[src/rtl/jdt_pkg.sv]
// Shared constants and types of the test access and trace port
package jdt_pkg;

  ////////////////////////////////////////////////////////////////////////////
  // Instruction register
  localparam int IR_LEN = 4;
  localparam logic [3:0] IR_IDCODE = 4'h1;
  localparam logic [3:0] IR_BYPASS = 4'hf;
  localparam logic [3:0] IR_CAPTURE = 4'h1;

  // Data register width
  localparam int DR_LEN = 32;

  ////////////////////////////////////////////////////////////////////////////
  // Trace status codes
  localparam logic [2:0] TS_STALL = 3'h7;
  localparam logic [2:0] TS_JUMP_PC = 3'h6;
  localparam logic [2:0] TS_JUMP_NOPC = 3'h5;
  localparam logic [2:0] TS_EXCEPT = 3'h4;
  localparam logic [2:0] TS_SEQ = 3'h3;
  localparam logic [2:0] TS_TRACE_STALL = 3'h2;
  localparam logic [2:0] TS_TRIGGER = 3'h1;
  localparam logic [2:0] TS_DEBUG = 3'h0;

  ////////////////////////////////////////////////////////////////////////////
  // Trace word path
  localparam int PC_W = 32;
  localparam int FIFO_W = 35;
  localparam int FIFO_DEPTH = 8;
  localparam logic [4:0] PC_LAST_BIT = 5'h1f;

  // Trace clock half periods in system clocks less one, full and divided rate
  localparam logic [1:0] TC_HALF_FULL = 2'h0;
  localparam logic [1:0] TC_HALF_DIV = 2'h1;

  // Reset values
  localparam logic [DR_LEN-1:0] DR_RESET = 32'h0;
  localparam logic [1:0] SYNC_RESET = 2'h0;

  ////////////////////////////////////////////////////////////////////////////
  // Test access controller states
  typedef enum logic [3:0] {
    TAP_RESET, TAP_IDLE, TAP_SEL_DR, TAP_CAP_DR, TAP_SH_DR, TAP_EX1_DR,
    TAP_PAU_DR, TAP_EX2_DR, TAP_UPD_DR, TAP_SEL_IR, TAP_CAP_IR, TAP_SH_IR,
    TAP_EX1_IR, TAP_PAU_IR, TAP_EX2_IR, TAP_UPD_IR
  } jdt_tap_t;

endpackage

[src/rtl/jdt_fifo.sv]
`timescale 1ns/10ps
`default_nettype none
// Word FIFO with registered full and empty flags
module jdt_fifo #(
  parameter int W = 35,
  parameter int DEPTH = 8
) (
  input wire logic clk,
  input wire logic rstn,
  input wire logic inValid,
  output logic inReady,
  input wire logic [W-1:0] inData,
  output logic outValid,
  input wire logic outReady,
  output logic [W-1:0] outData
);
  localparam int AW = $clog2(DEPTH);
  localparam logic [AW:0] FULL_CNT = (AW+1)'(DEPTH);

  typedef struct packed {
    logic [DEPTH-1:0][W-1:0] mem;
    logic [AW-1:0] wp;
    logic [AW-1:0] rp;
    logic [AW:0] cnt;
    logic inRdy;
    logic outVld;
  } jdt_fifo_st_t;

  jdt_fifo_st_t s_r;
  jdt_fifo_st_t s_nxt;
  logic push;
  logic pop;

  ////////////////////////////////////////////////////////////////////////////
  // Pointer, count and flag update
  always_comb
  begin
    s_nxt = s_r;
    push = inValid && s_r.inRdy;
    pop = outReady && s_r.outVld;
    if (push)
    begin
      s_nxt.mem[s_r.wp] = inData;
      s_nxt.wp = s_r.wp + 1'b1;
    end
    if (pop)
      s_nxt.rp = s_r.rp + 1'b1;
    if (push && !pop)
      s_nxt.cnt = s_r.cnt + 1'b1;
    else if (pop && !push)
      s_nxt.cnt = s_r.cnt - 1'b1;
    s_nxt.inRdy = s_nxt.cnt != FULL_CNT;
    s_nxt.outVld = s_nxt.cnt != '0;
  end

  // State register
  always_ff @(posedge clk)
  begin
    if (!rstn)
    begin
      s_r <= s_nxt;
      s_r.wp <= '0;
      s_r.rp <= '0;
      s_r.cnt <= '0;
      s_r.inRdy <= 1'b0;
      s_r.outVld <= 1'b0;
    end
    else
      s_r <= s_nxt;
  end

  assign inReady = s_r.inRdy;
  assign outValid = s_r.outVld;
  assign outData = s_r.mem[s_r.rp];
endmodule
`default_nettype wire

[src/rtl/jdt_port.sv]
`timescale 1ns/10ps
`default_nettype none
module jdt_port #(
  parameter logic [31:0] ID_CODE = 32'h0000_0001 // Arbitrary identity value
) (
  input wire logic clk,
  input wire logic rstn,
  input wire logic tckPin,
  input wire logic tmsPin,
  input wire logic tdiPin,
  input wire logic trstPinN,
  output logic tdoOut,
  output logic tdoOe,
  input wire logic traceMode,
  input wire logic debugMode,
  input wire logic traceDiv,
  input wire logic pcValid,
  input wire logic [jdt_pkg::PC_W-1:0] pcData,
  input wire logic [2:0] pcStatus,
  output logic pcReady,
  output logic traceClk,
  output logic [2:0] traceStatus,
  output logic traceRunning,
  output logic dbgIntReq
);
  import jdt_pkg::*;

  typedef struct packed {
    logic [1:0] tckSy;
    logic [1:0] tmsSy;
    logic [1:0] tdiSy;
    logic [1:0] trstSy;
    logic tckPrev;
    jdt_tap_t tap;
    logic [IR_LEN-1:0] ir;
    logic [IR_LEN-1:0] irSh;
    logic [DR_LEN-1:0] drSh;
    logic jtdo;
    logic joe;
    logic [1:0] divCnt;
    logic tClk;
    logic [PC_W-1:0] word;
    logic [4:0] bitCnt;
    logic busy;
    logic tBit;
    logic pop;
    logic [2:0] status;
    logic rtActive;
    logic dint;
    logic tdo;
    logic oe;
  } jdt_port_st_t;

  // Registered state and its next value
  jdt_port_st_t s_r;
  jdt_port_st_t s_nxt;

  // Strobes decoded from the registered pins
  logic tckRise;
  logic tckFall;
  logic tapRst;
  logic trOn;
  logic tcFall;

  // Handshake with the trace word buffer
  logic fifoInValid;
  logic fifoInReady;
  logic fifoOutValid;
  logic [FIFO_W-1:0] fifoOut;

  ////////////////////////////////////////////////////////////////////////////
  // Controller next state from mode select
  function automatic jdt_tap_t tapNext(input jdt_tap_t st, input logic tms);
    jdt_tap_t nx;
    nx = st;
    unique case (st)
      TAP_RESET: nx = tms ? TAP_RESET : TAP_IDLE;
      TAP_IDLE: nx = tms ? TAP_SEL_DR : TAP_IDLE;
      TAP_SEL_DR: nx = tms ? TAP_SEL_IR : TAP_CAP_DR;
      TAP_CAP_DR: nx = tms ? TAP_EX1_DR : TAP_SH_DR;
      TAP_SH_DR: nx = tms ? TAP_EX1_DR : TAP_SH_DR;
      TAP_EX1_DR: nx = tms ? TAP_UPD_DR : TAP_PAU_DR;
      TAP_PAU_DR: nx = tms ? TAP_EX2_DR : TAP_PAU_DR;
      TAP_EX2_DR: nx = tms ? TAP_UPD_DR : TAP_SH_DR;
      TAP_UPD_DR: nx = tms ? TAP_SEL_DR : TAP_IDLE;
      TAP_SEL_IR: nx = tms ? TAP_RESET : TAP_CAP_IR;
      TAP_CAP_IR: nx = tms ? TAP_EX1_IR : TAP_SH_IR;
      TAP_SH_IR: nx = tms ? TAP_EX1_IR : TAP_SH_IR;
      TAP_EX1_IR: nx = tms ? TAP_UPD_IR : TAP_PAU_IR;
      TAP_PAU_IR: nx = tms ? TAP_EX2_IR : TAP_PAU_IR;
      TAP_EX2_IR: nx = tms ? TAP_UPD_IR : TAP_SH_IR;
      TAP_UPD_IR: nx = tms ? TAP_SEL_DR : TAP_IDLE;
    endcase
    return nx;
  endfunction

  ////////////////////////////////////////////////////////////////////////////
  // Edge and event decode from synchronised pins
  always_comb
  begin
    tckRise = s_r.tckSy[1] && !s_r.tckPrev;
    tckFall = !s_r.tckSy[1] && s_r.tckPrev;
    tapRst = !s_r.trstSy[1];
    trOn = traceMode && s_r.rtActive;
    tcFall = trOn && s_r.tClk && (s_r.divCnt == (traceDiv ? TC_HALF_DIV : TC_HALF_FULL));
    fifoInValid = trOn && pcValid && (pcStatus == TS_JUMP_PC || pcStatus == TS_EXCEPT);
  end

  ////////////////////////////////////////////////////////////////////////////
  // Whole next state
  always_comb
  begin
    s_nxt = s_r;
    s_nxt.pop = 1'b0;
    // Two-stage synchronisers for every pin
    s_nxt.tckSy = {s_r.tckSy[0], tckPin};
    s_nxt.tmsSy = {s_r.tmsSy[0], tmsPin};
    s_nxt.tdiSy = {s_r.tdiSy[0], tdiPin};
    s_nxt.trstSy = {s_r.trstSy[0], trstPinN};
    s_nxt.tckPrev = s_r.tckSy[1];

    // Test access controller
    if (tapRst)
    begin
      s_nxt.tap = TAP_RESET;
      s_nxt.ir = IR_IDCODE;
      s_nxt.joe = 1'b0;
    end
    else if (tckRise)
    begin
      // Capture, shift and update by controller state
      unique case (s_r.tap)
        TAP_RESET: s_nxt.ir = IR_IDCODE;
        TAP_CAP_DR: s_nxt.drSh = (s_r.ir == IR_IDCODE) ? ID_CODE : DR_RESET;
        TAP_SH_DR:
        begin
          if (s_r.ir == IR_IDCODE)
            s_nxt.drSh = {s_r.tdiSy[1], s_r.drSh[DR_LEN-1:1]};
          else
            s_nxt.drSh[0] = s_r.tdiSy[1];
        end
        TAP_CAP_IR: s_nxt.irSh = IR_CAPTURE;
        TAP_SH_IR: s_nxt.irSh = {s_r.tdiSy[1], s_r.irSh[IR_LEN-1:1]};
        TAP_UPD_IR:
        begin
          // Unknown codes fall back to the one-bit path
          if (s_r.irSh == IR_IDCODE)
            s_nxt.ir = IR_IDCODE;
          else
            s_nxt.ir = IR_BYPASS;
        end
        default: s_nxt.ir = s_r.ir;
      endcase
      s_nxt.tap = tapNext(s_r.tap, s_r.tmsSy[1]);
    end
    else if (tckFall)
    begin
      // Output side moves while the test clock is low
      s_nxt.joe = (s_r.tap == TAP_SH_IR) || (s_r.tap == TAP_SH_DR);
      s_nxt.jtdo = (s_r.tap == TAP_SH_IR) ? s_r.irSh[0] : s_r.drSh[0];
    end

    // Debug interrupt from the test input
    s_nxt.dint = 1'b0;
    if (!traceMode)
      s_nxt.rtActive = 1'b1;
    else if (s_r.rtActive && s_r.tdiSy[1])
    begin
      s_nxt.rtActive = 1'b0;
      s_nxt.dint = 1'b1;
    end
    // Level request while debug mode sees the pin low
    if (debugMode && !s_r.tdiSy[1])
      s_nxt.dint = 1'b1;

    // Trace capture clock, full or divided rate
    if (!trOn)
    begin
      s_nxt.tClk = 1'b0;
      s_nxt.divCnt = '0;
      s_nxt.busy = 1'b0;
      // Idle bit low, so a restarted trace never shows a stale bit
      s_nxt.tBit = 1'b0;
    end
    else if (s_r.divCnt == (traceDiv ? TC_HALF_DIV : TC_HALF_FULL))
    begin
      s_nxt.tClk = !s_r.tClk;
      s_nxt.divCnt = '0;
    end
    else
      s_nxt.divCnt = s_r.divCnt + 2'h1;

    // Program counter serialiser, bits change on the capture clock fall
    if (tcFall)
    begin
      s_nxt.status = debugMode ? TS_DEBUG : pcStatus;
      // Word in progress continues, lowest bit first
      if (s_r.busy)
      begin
        s_nxt.tBit = s_r.word[0];
        s_nxt.word = {1'b0, s_r.word[PC_W-1:1]};
        s_nxt.bitCnt = s_r.bitCnt - 5'h1;
        s_nxt.busy = s_r.bitCnt != 5'h1;
      end
      // Next buffered word; its stored status goes out with bit 0
      else if (fifoOutValid && !s_r.pop)
      begin
        s_nxt.tBit = fifoOut[0];
        s_nxt.word = {1'b0, fifoOut[PC_W-1:1]};
        s_nxt.bitCnt = PC_LAST_BIT;
        s_nxt.busy = 1'b1;
        s_nxt.pop = 1'b1;
        s_nxt.status = fifoOut[FIFO_W-1:PC_W];
      end
      else
        s_nxt.tBit = 1'b0;
    end
    else if (!trOn)
      s_nxt.status = debugMode ? TS_DEBUG : TS_SEQ;

    // Pin drive: trace word while trace mode runs, else shifted register
    s_nxt.tdo = trOn ? s_nxt.tBit : s_nxt.jtdo;
    s_nxt.oe = trOn || s_nxt.joe;
  end

  ////////////////////////////////////////////////////////////////////////////
  // State register
  always_ff @(posedge clk)
  begin
    if (!rstn)
    begin
      s_r <= s_nxt;
      // Synchronisers idle low
      s_r.tckSy <= SYNC_RESET;
      s_r.tmsSy <= SYNC_RESET;
      s_r.tdiSy <= SYNC_RESET;
      s_r.trstSy <= SYNC_RESET;
      s_r.tckPrev <= 1'b0;
      // Controller in test-logic-reset with the identity path
      s_r.tap <= TAP_RESET;
      s_r.ir <= IR_IDCODE;
      s_r.irSh <= IR_CAPTURE;
      s_r.drSh <= DR_RESET;
      s_r.jtdo <= 1'b0;
      s_r.joe <= 1'b0;
      // Trace path idle and armed
      s_r.divCnt <= '0;
      s_r.tClk <= 1'b0;
      s_r.word <= '0;
      s_r.bitCnt <= '0;
      s_r.busy <= 1'b0;
      s_r.tBit <= 1'b0;
      s_r.pop <= 1'b0;
      s_r.status <= TS_SEQ;
      s_r.rtActive <= 1'b1;
      s_r.dint <= 1'b0;
      s_r.tdo <= 1'b0;
      s_r.oe <= 1'b0;
    end
    else
      s_r <= s_nxt;
  end

  ////////////////////////////////////////////////////////////////////////////
  // Buffer of non-sequential program counter words
  jdt_fifo #(
    .W(FIFO_W),
    .DEPTH(FIFO_DEPTH)
  ) u_fifo (
    .clk(clk),
    .rstn(rstn),
    .inValid(fifoInValid),
    .inReady(fifoInReady),
    .inData({pcStatus, pcData}),
    .outValid(fifoOutValid),
    .outReady(s_r.pop),
    .outData(fifoOut)
  );

  // Pin outputs from flip-flops
  assign tdoOut = s_r.tdo;
  assign tdoOe = s_r.oe;

  // Buffer flag and trace outputs, also from flip-flops
  assign pcReady = fifoInReady;
  assign traceClk = s_r.tClk;
  assign traceStatus = s_r.status;
  assign traceRunning = s_r.rtActive;
  assign dbgIntReq = s_r.dint;
endmodule
`default_nettype wire

[config.mk]
export PLATFORM = sky130hd
export DESIGN_NAME = jdt_port
export DESIGN_NICKNAME = d
export VERILOG_FILES = /design/src/rtl/jdt_pkg.sv /design/src/rtl/jdt_fifo.sv /design/src/rtl/jdt_port.sv
export SDC_FILE = /design/constraint.sdc
export NUM_CORES = 1
export LEC_CHECK = 0
export ABC_AREA = 1
export ABC_CLOCK_PERIOD_IN_PS = 4040
export BUFFER_PORTS_ARGS = -buffer_cell sky130_fd_sc_hd__buf_2
export CORE_ASPECT_RATIO = 1.75
export CORE_MARGIN = 4
export CORE_UTILIZATION = 50
export DETAILED_ROUTE_END_ITERATION = 12
export HOLD_SLACK_MARGIN = 0.15
export PLACE_DENSITY = 0.69
export REMOVE_ABC_BUFFERS = 1
export SETUP_SLACK_MARGIN = 0.4
export SLEW_MARGIN = 20
export SYNTH_ARGS = -nofsm -noshare
export SYNTH_HDL_FRONTEND = slang
export SYNTH_SLANG_ARGS = --single-unit
[constraint.sdc]
create_clock -name clk -period 4.04 [get_ports clk]
set_clock_uncertainty 0.2 [all_clocks]
set_input_delay 0 -clock clk [delete_from_list [all_inputs] [get_ports clk]]
set_output_delay 0 -clock clk [all_outputs]
set_load 0.02 [all_outputs]
==> run summary <==
largest family of logic cells by synthesized area: simple AND/OR/NAND/NOR gates
Comb pwr share: 4.3%
pwr/cell area: 427.1 mW/mm^2
vias per std cell: 5.438
P&R area growth vs syn: 16.47%
maximum VDD drop: 0.3262 mV
DRT Pass-1 Iters: 6
share of the yosys chip area belonging to registers: 65.96%
period utilization: 67.57%
most instantiated cells after synthesis: 280 x edfxtp_1, 275 x nor2_1, 228 x nand2_1
Core Util, Final: 59.36%
Sink Count: 393
pins over their slew limit: 0
total grt overflow: 0
Detailed Place HPWL: 20440 microns
EDFF count, synth: 280
Reg power frac: 54.1%
FF+latch count, synth: 393
RSZ-0062 raised after global routing: false
clk slew on worst S/H paths: 0.06 ns
post-CTS sizing: 0
CP Launch Type: input pin
layout cells sized above 1: 9.521%
Final #Nets: 1756
Cell Rows: 86
dominant synthesized flop cell: edfxtp_1
largest net degree at the start of global routing: 94
CTS root buf: clkbuf_16
crit end category: flop
max_cap viols: 0
Synth warnings: 0
WP data required: 4.05 ns
Int Pwr: 6.396 mW
Clock Power Share: 41.6%
Pleak: 7.202 nW
vias in the first global route: 11340
reg2reg end: s_r[27]
ranking of synthesized cells by area: edfxtp_1 52%, dfxtp_1 14%, nor2_1 6.4%, nand2_1 5.3%, o21ai_0 3.2%
status: completed
GP Congestion: 0.9132
Hold Fails Final Rpt: 0
complex-gate fraction of the synthesized area: 11.25%
port bufs: 53
Routed WL: 36470 microns
multi-input logic area: 0.004587 sq mm
htree depth: 2
Cell Area, Synth: 0.01618 sq mm
crit path capture: u_fifo.s_r[218]
Cells after Synth: 1587
most numerous cell in the Yosys netlist: edfxtp_1
hold_buf cts: 92
Synth async-reset ratio: 0%
Adder-Cell Fraction of Synth Area: 0.4640%
Antenna Cells: 0
post-layout minimum cycle time: 2.730 ns
WS Path Type: input pin to flop
mux contribution to synthesized area: 0%
Routed wire per std cell: 17.13 microns
fill count: 2612
xor/xnor cell area share of the yosys netlist: 0.1083%
first-pass GRT wire length: 57930 microns
initial DRC count: 765
Placed Area: 0.01676 sq mm
Fmax: 366.3 MHz
I/O pin count: 54
hold path depth: 5
Clock Latency Late Sink: 0.53 ns
sw frac: 20.52%
final setup violating endpoints: 0
DR vias: 11580
FF-to-FF Start: u_fifo.s_r[6]
CTS tree: built
FF-to-FF path depth: 6
Total GRT Usage: 20.70%
CP arrival: 2.74 ns
Register Area: 0.01068 sq mm
core area: 0.03174 sq mm
synth unique cells: 38
Worst-Margin Slew: 1.024 ns
synthesized area per cell: 10.19 sq um
Simple-Gate Fraction of Synth Area: 16.23%
initial core utilization: 50.97%
Design Area, Final: 0.01884 sq mm
antenna violations before repair: 0
Hold Path Class: input pin to flop
sw power: 1.651 mW
Slew headroom: 31.72%
Post-CTS Setup Bufs: 0
DIE AREA: 0.03541 sq mm
r2r setup slk: 1.38 ns
Die Width: 144.0 microns
Num CTS Buffers: 36
Post-route DRC: 0
Synth area leader: edfxtp_1
top cell type's share of synthesized area: 51.97%
Critical Path Source: pcStatus[2]
Final ANT Viol Nets: 0
Die Y: 246.0 microns
CP Max Fanout: 29
clock buffer depth: 3
[how the worst min path moves through the flow]
stage	start	end	slack [ns]
floorplan	rstn	traceRunning	-0.12
finish	traceDiv	s_r[49]	0.18
detailed placement	tckPin	s_nxt[104]	-0.01
global placement	tckPin	s_nxt[104]	-0.02
global route	pcStatus[0]	u_fifo.s_r[289]	0.21
CTS	pcStatus[0]	u_fifo.s_r[289]	0.17
[cell type report]
class	count	area share, %
Clock buffer	55	5.545
Clock inverter	11	0.6375
Inverter	137	2.749
Multi-Input combinational cell	967	24.34
Sequential cell	393	56.67
Tap cell	396	2.630
Timing Repair Buffer	170	7.424
[power by group through the flow]
| stage | Combinational [mW] | Sequential (mW) | Clock (mW) |
|---|---|---|---|
| final | 0.345 | 4.35 | 3.35 |
| after global routing | 0.384 | 4.35 | 3.58 |
| after CTS | 0.346 | 4.35 | 3.42 |
| after detailed placement | 0.276 | 4.44 | 0 |
| after global placement | 0.272 | 4.44 | 0 |
| after floorplan | 0.136 | 4.45 | 0 |
[cell usage in the layout (no fill, tap or decap), types with 3 or more instances in the layout]
cell type        n
o21ai_0        103
o22ai_1          3
nand2_2          4
o21ai_1         58
ha_1             6
clkinv_2         5
buf_4           23
nor2_4           4
edfxtp_1       280
dlygate4sd3_1   92
clkinv_1         3
inv_1          127
nor3_2           9
a21oi_1         80
clkbuf_8         3
nand3_1         97
nand2_1        228
buf_2           53
o211ai_1        68
dfxtp_1        111
nor2_1         275
clkbuf_16       38
nor3_1           6
inv_2            7
clkbuf_1        14
nand4_1          7
[registers in the layout, summed over array words and instances (netlist names), 3 cells and up]
name and count:
s_r 88, s_nxt 5, u_fifo.s_r 290, traceStatus 3
[cell families (layout without fill, tap and decap cells)]
| group | count (synthesis) | in the layout |
|---|---|---|
| compound gates | 323 | 323 |
| fa+ha+maj | 6 | 6 |
| xor+xnor | 2 | 2 |
| buf+inv | 227 | 373 |
| simple gates | 636 | 636 |
| flops | 393 | 393 |
[per-stage QoR]
stage	worst slack, ns	power (mW)	hold WS, ns	TNS (ns)	instances
after floorplan	-0.8349	4.584	-0.1159	-41.75	1497
after global placement	1.425	4.712	-0.01593	0	1971
after detailed placement	1.376	4.717	-0.009806	0	1971
after CTS	1.314	8.115	0.1709	0	2129
after global routing	1.106	8.315	0.2106	0	2129
final	1.310	8.047	0.1825	0	2129
[critical path, stage by stage]
cell,delay [ns]
dlygate4sd3_1,0.52
dlygate4sd3_1,0.54
buf_2,0.16
nand2_1,0.06
inv_1,0.12
nand3_2,0.20
nor2_1,0.14
inv_1,0.11
nor3_2,0.54
buf_12,0.32
[metal layers]
metal | track usage, % | up-vias | part of all wire [%]
li1 | - | 5649 | -
met1 | 23.84 | 5535 | 39
met2 | 37.77 | 293 | 53
met3 | 3.075 | 101 | 4.8
met4 | 8.537 | 0 | 3.6
met5 | 0 | - | 0
(Power assumes the default switching activity.)
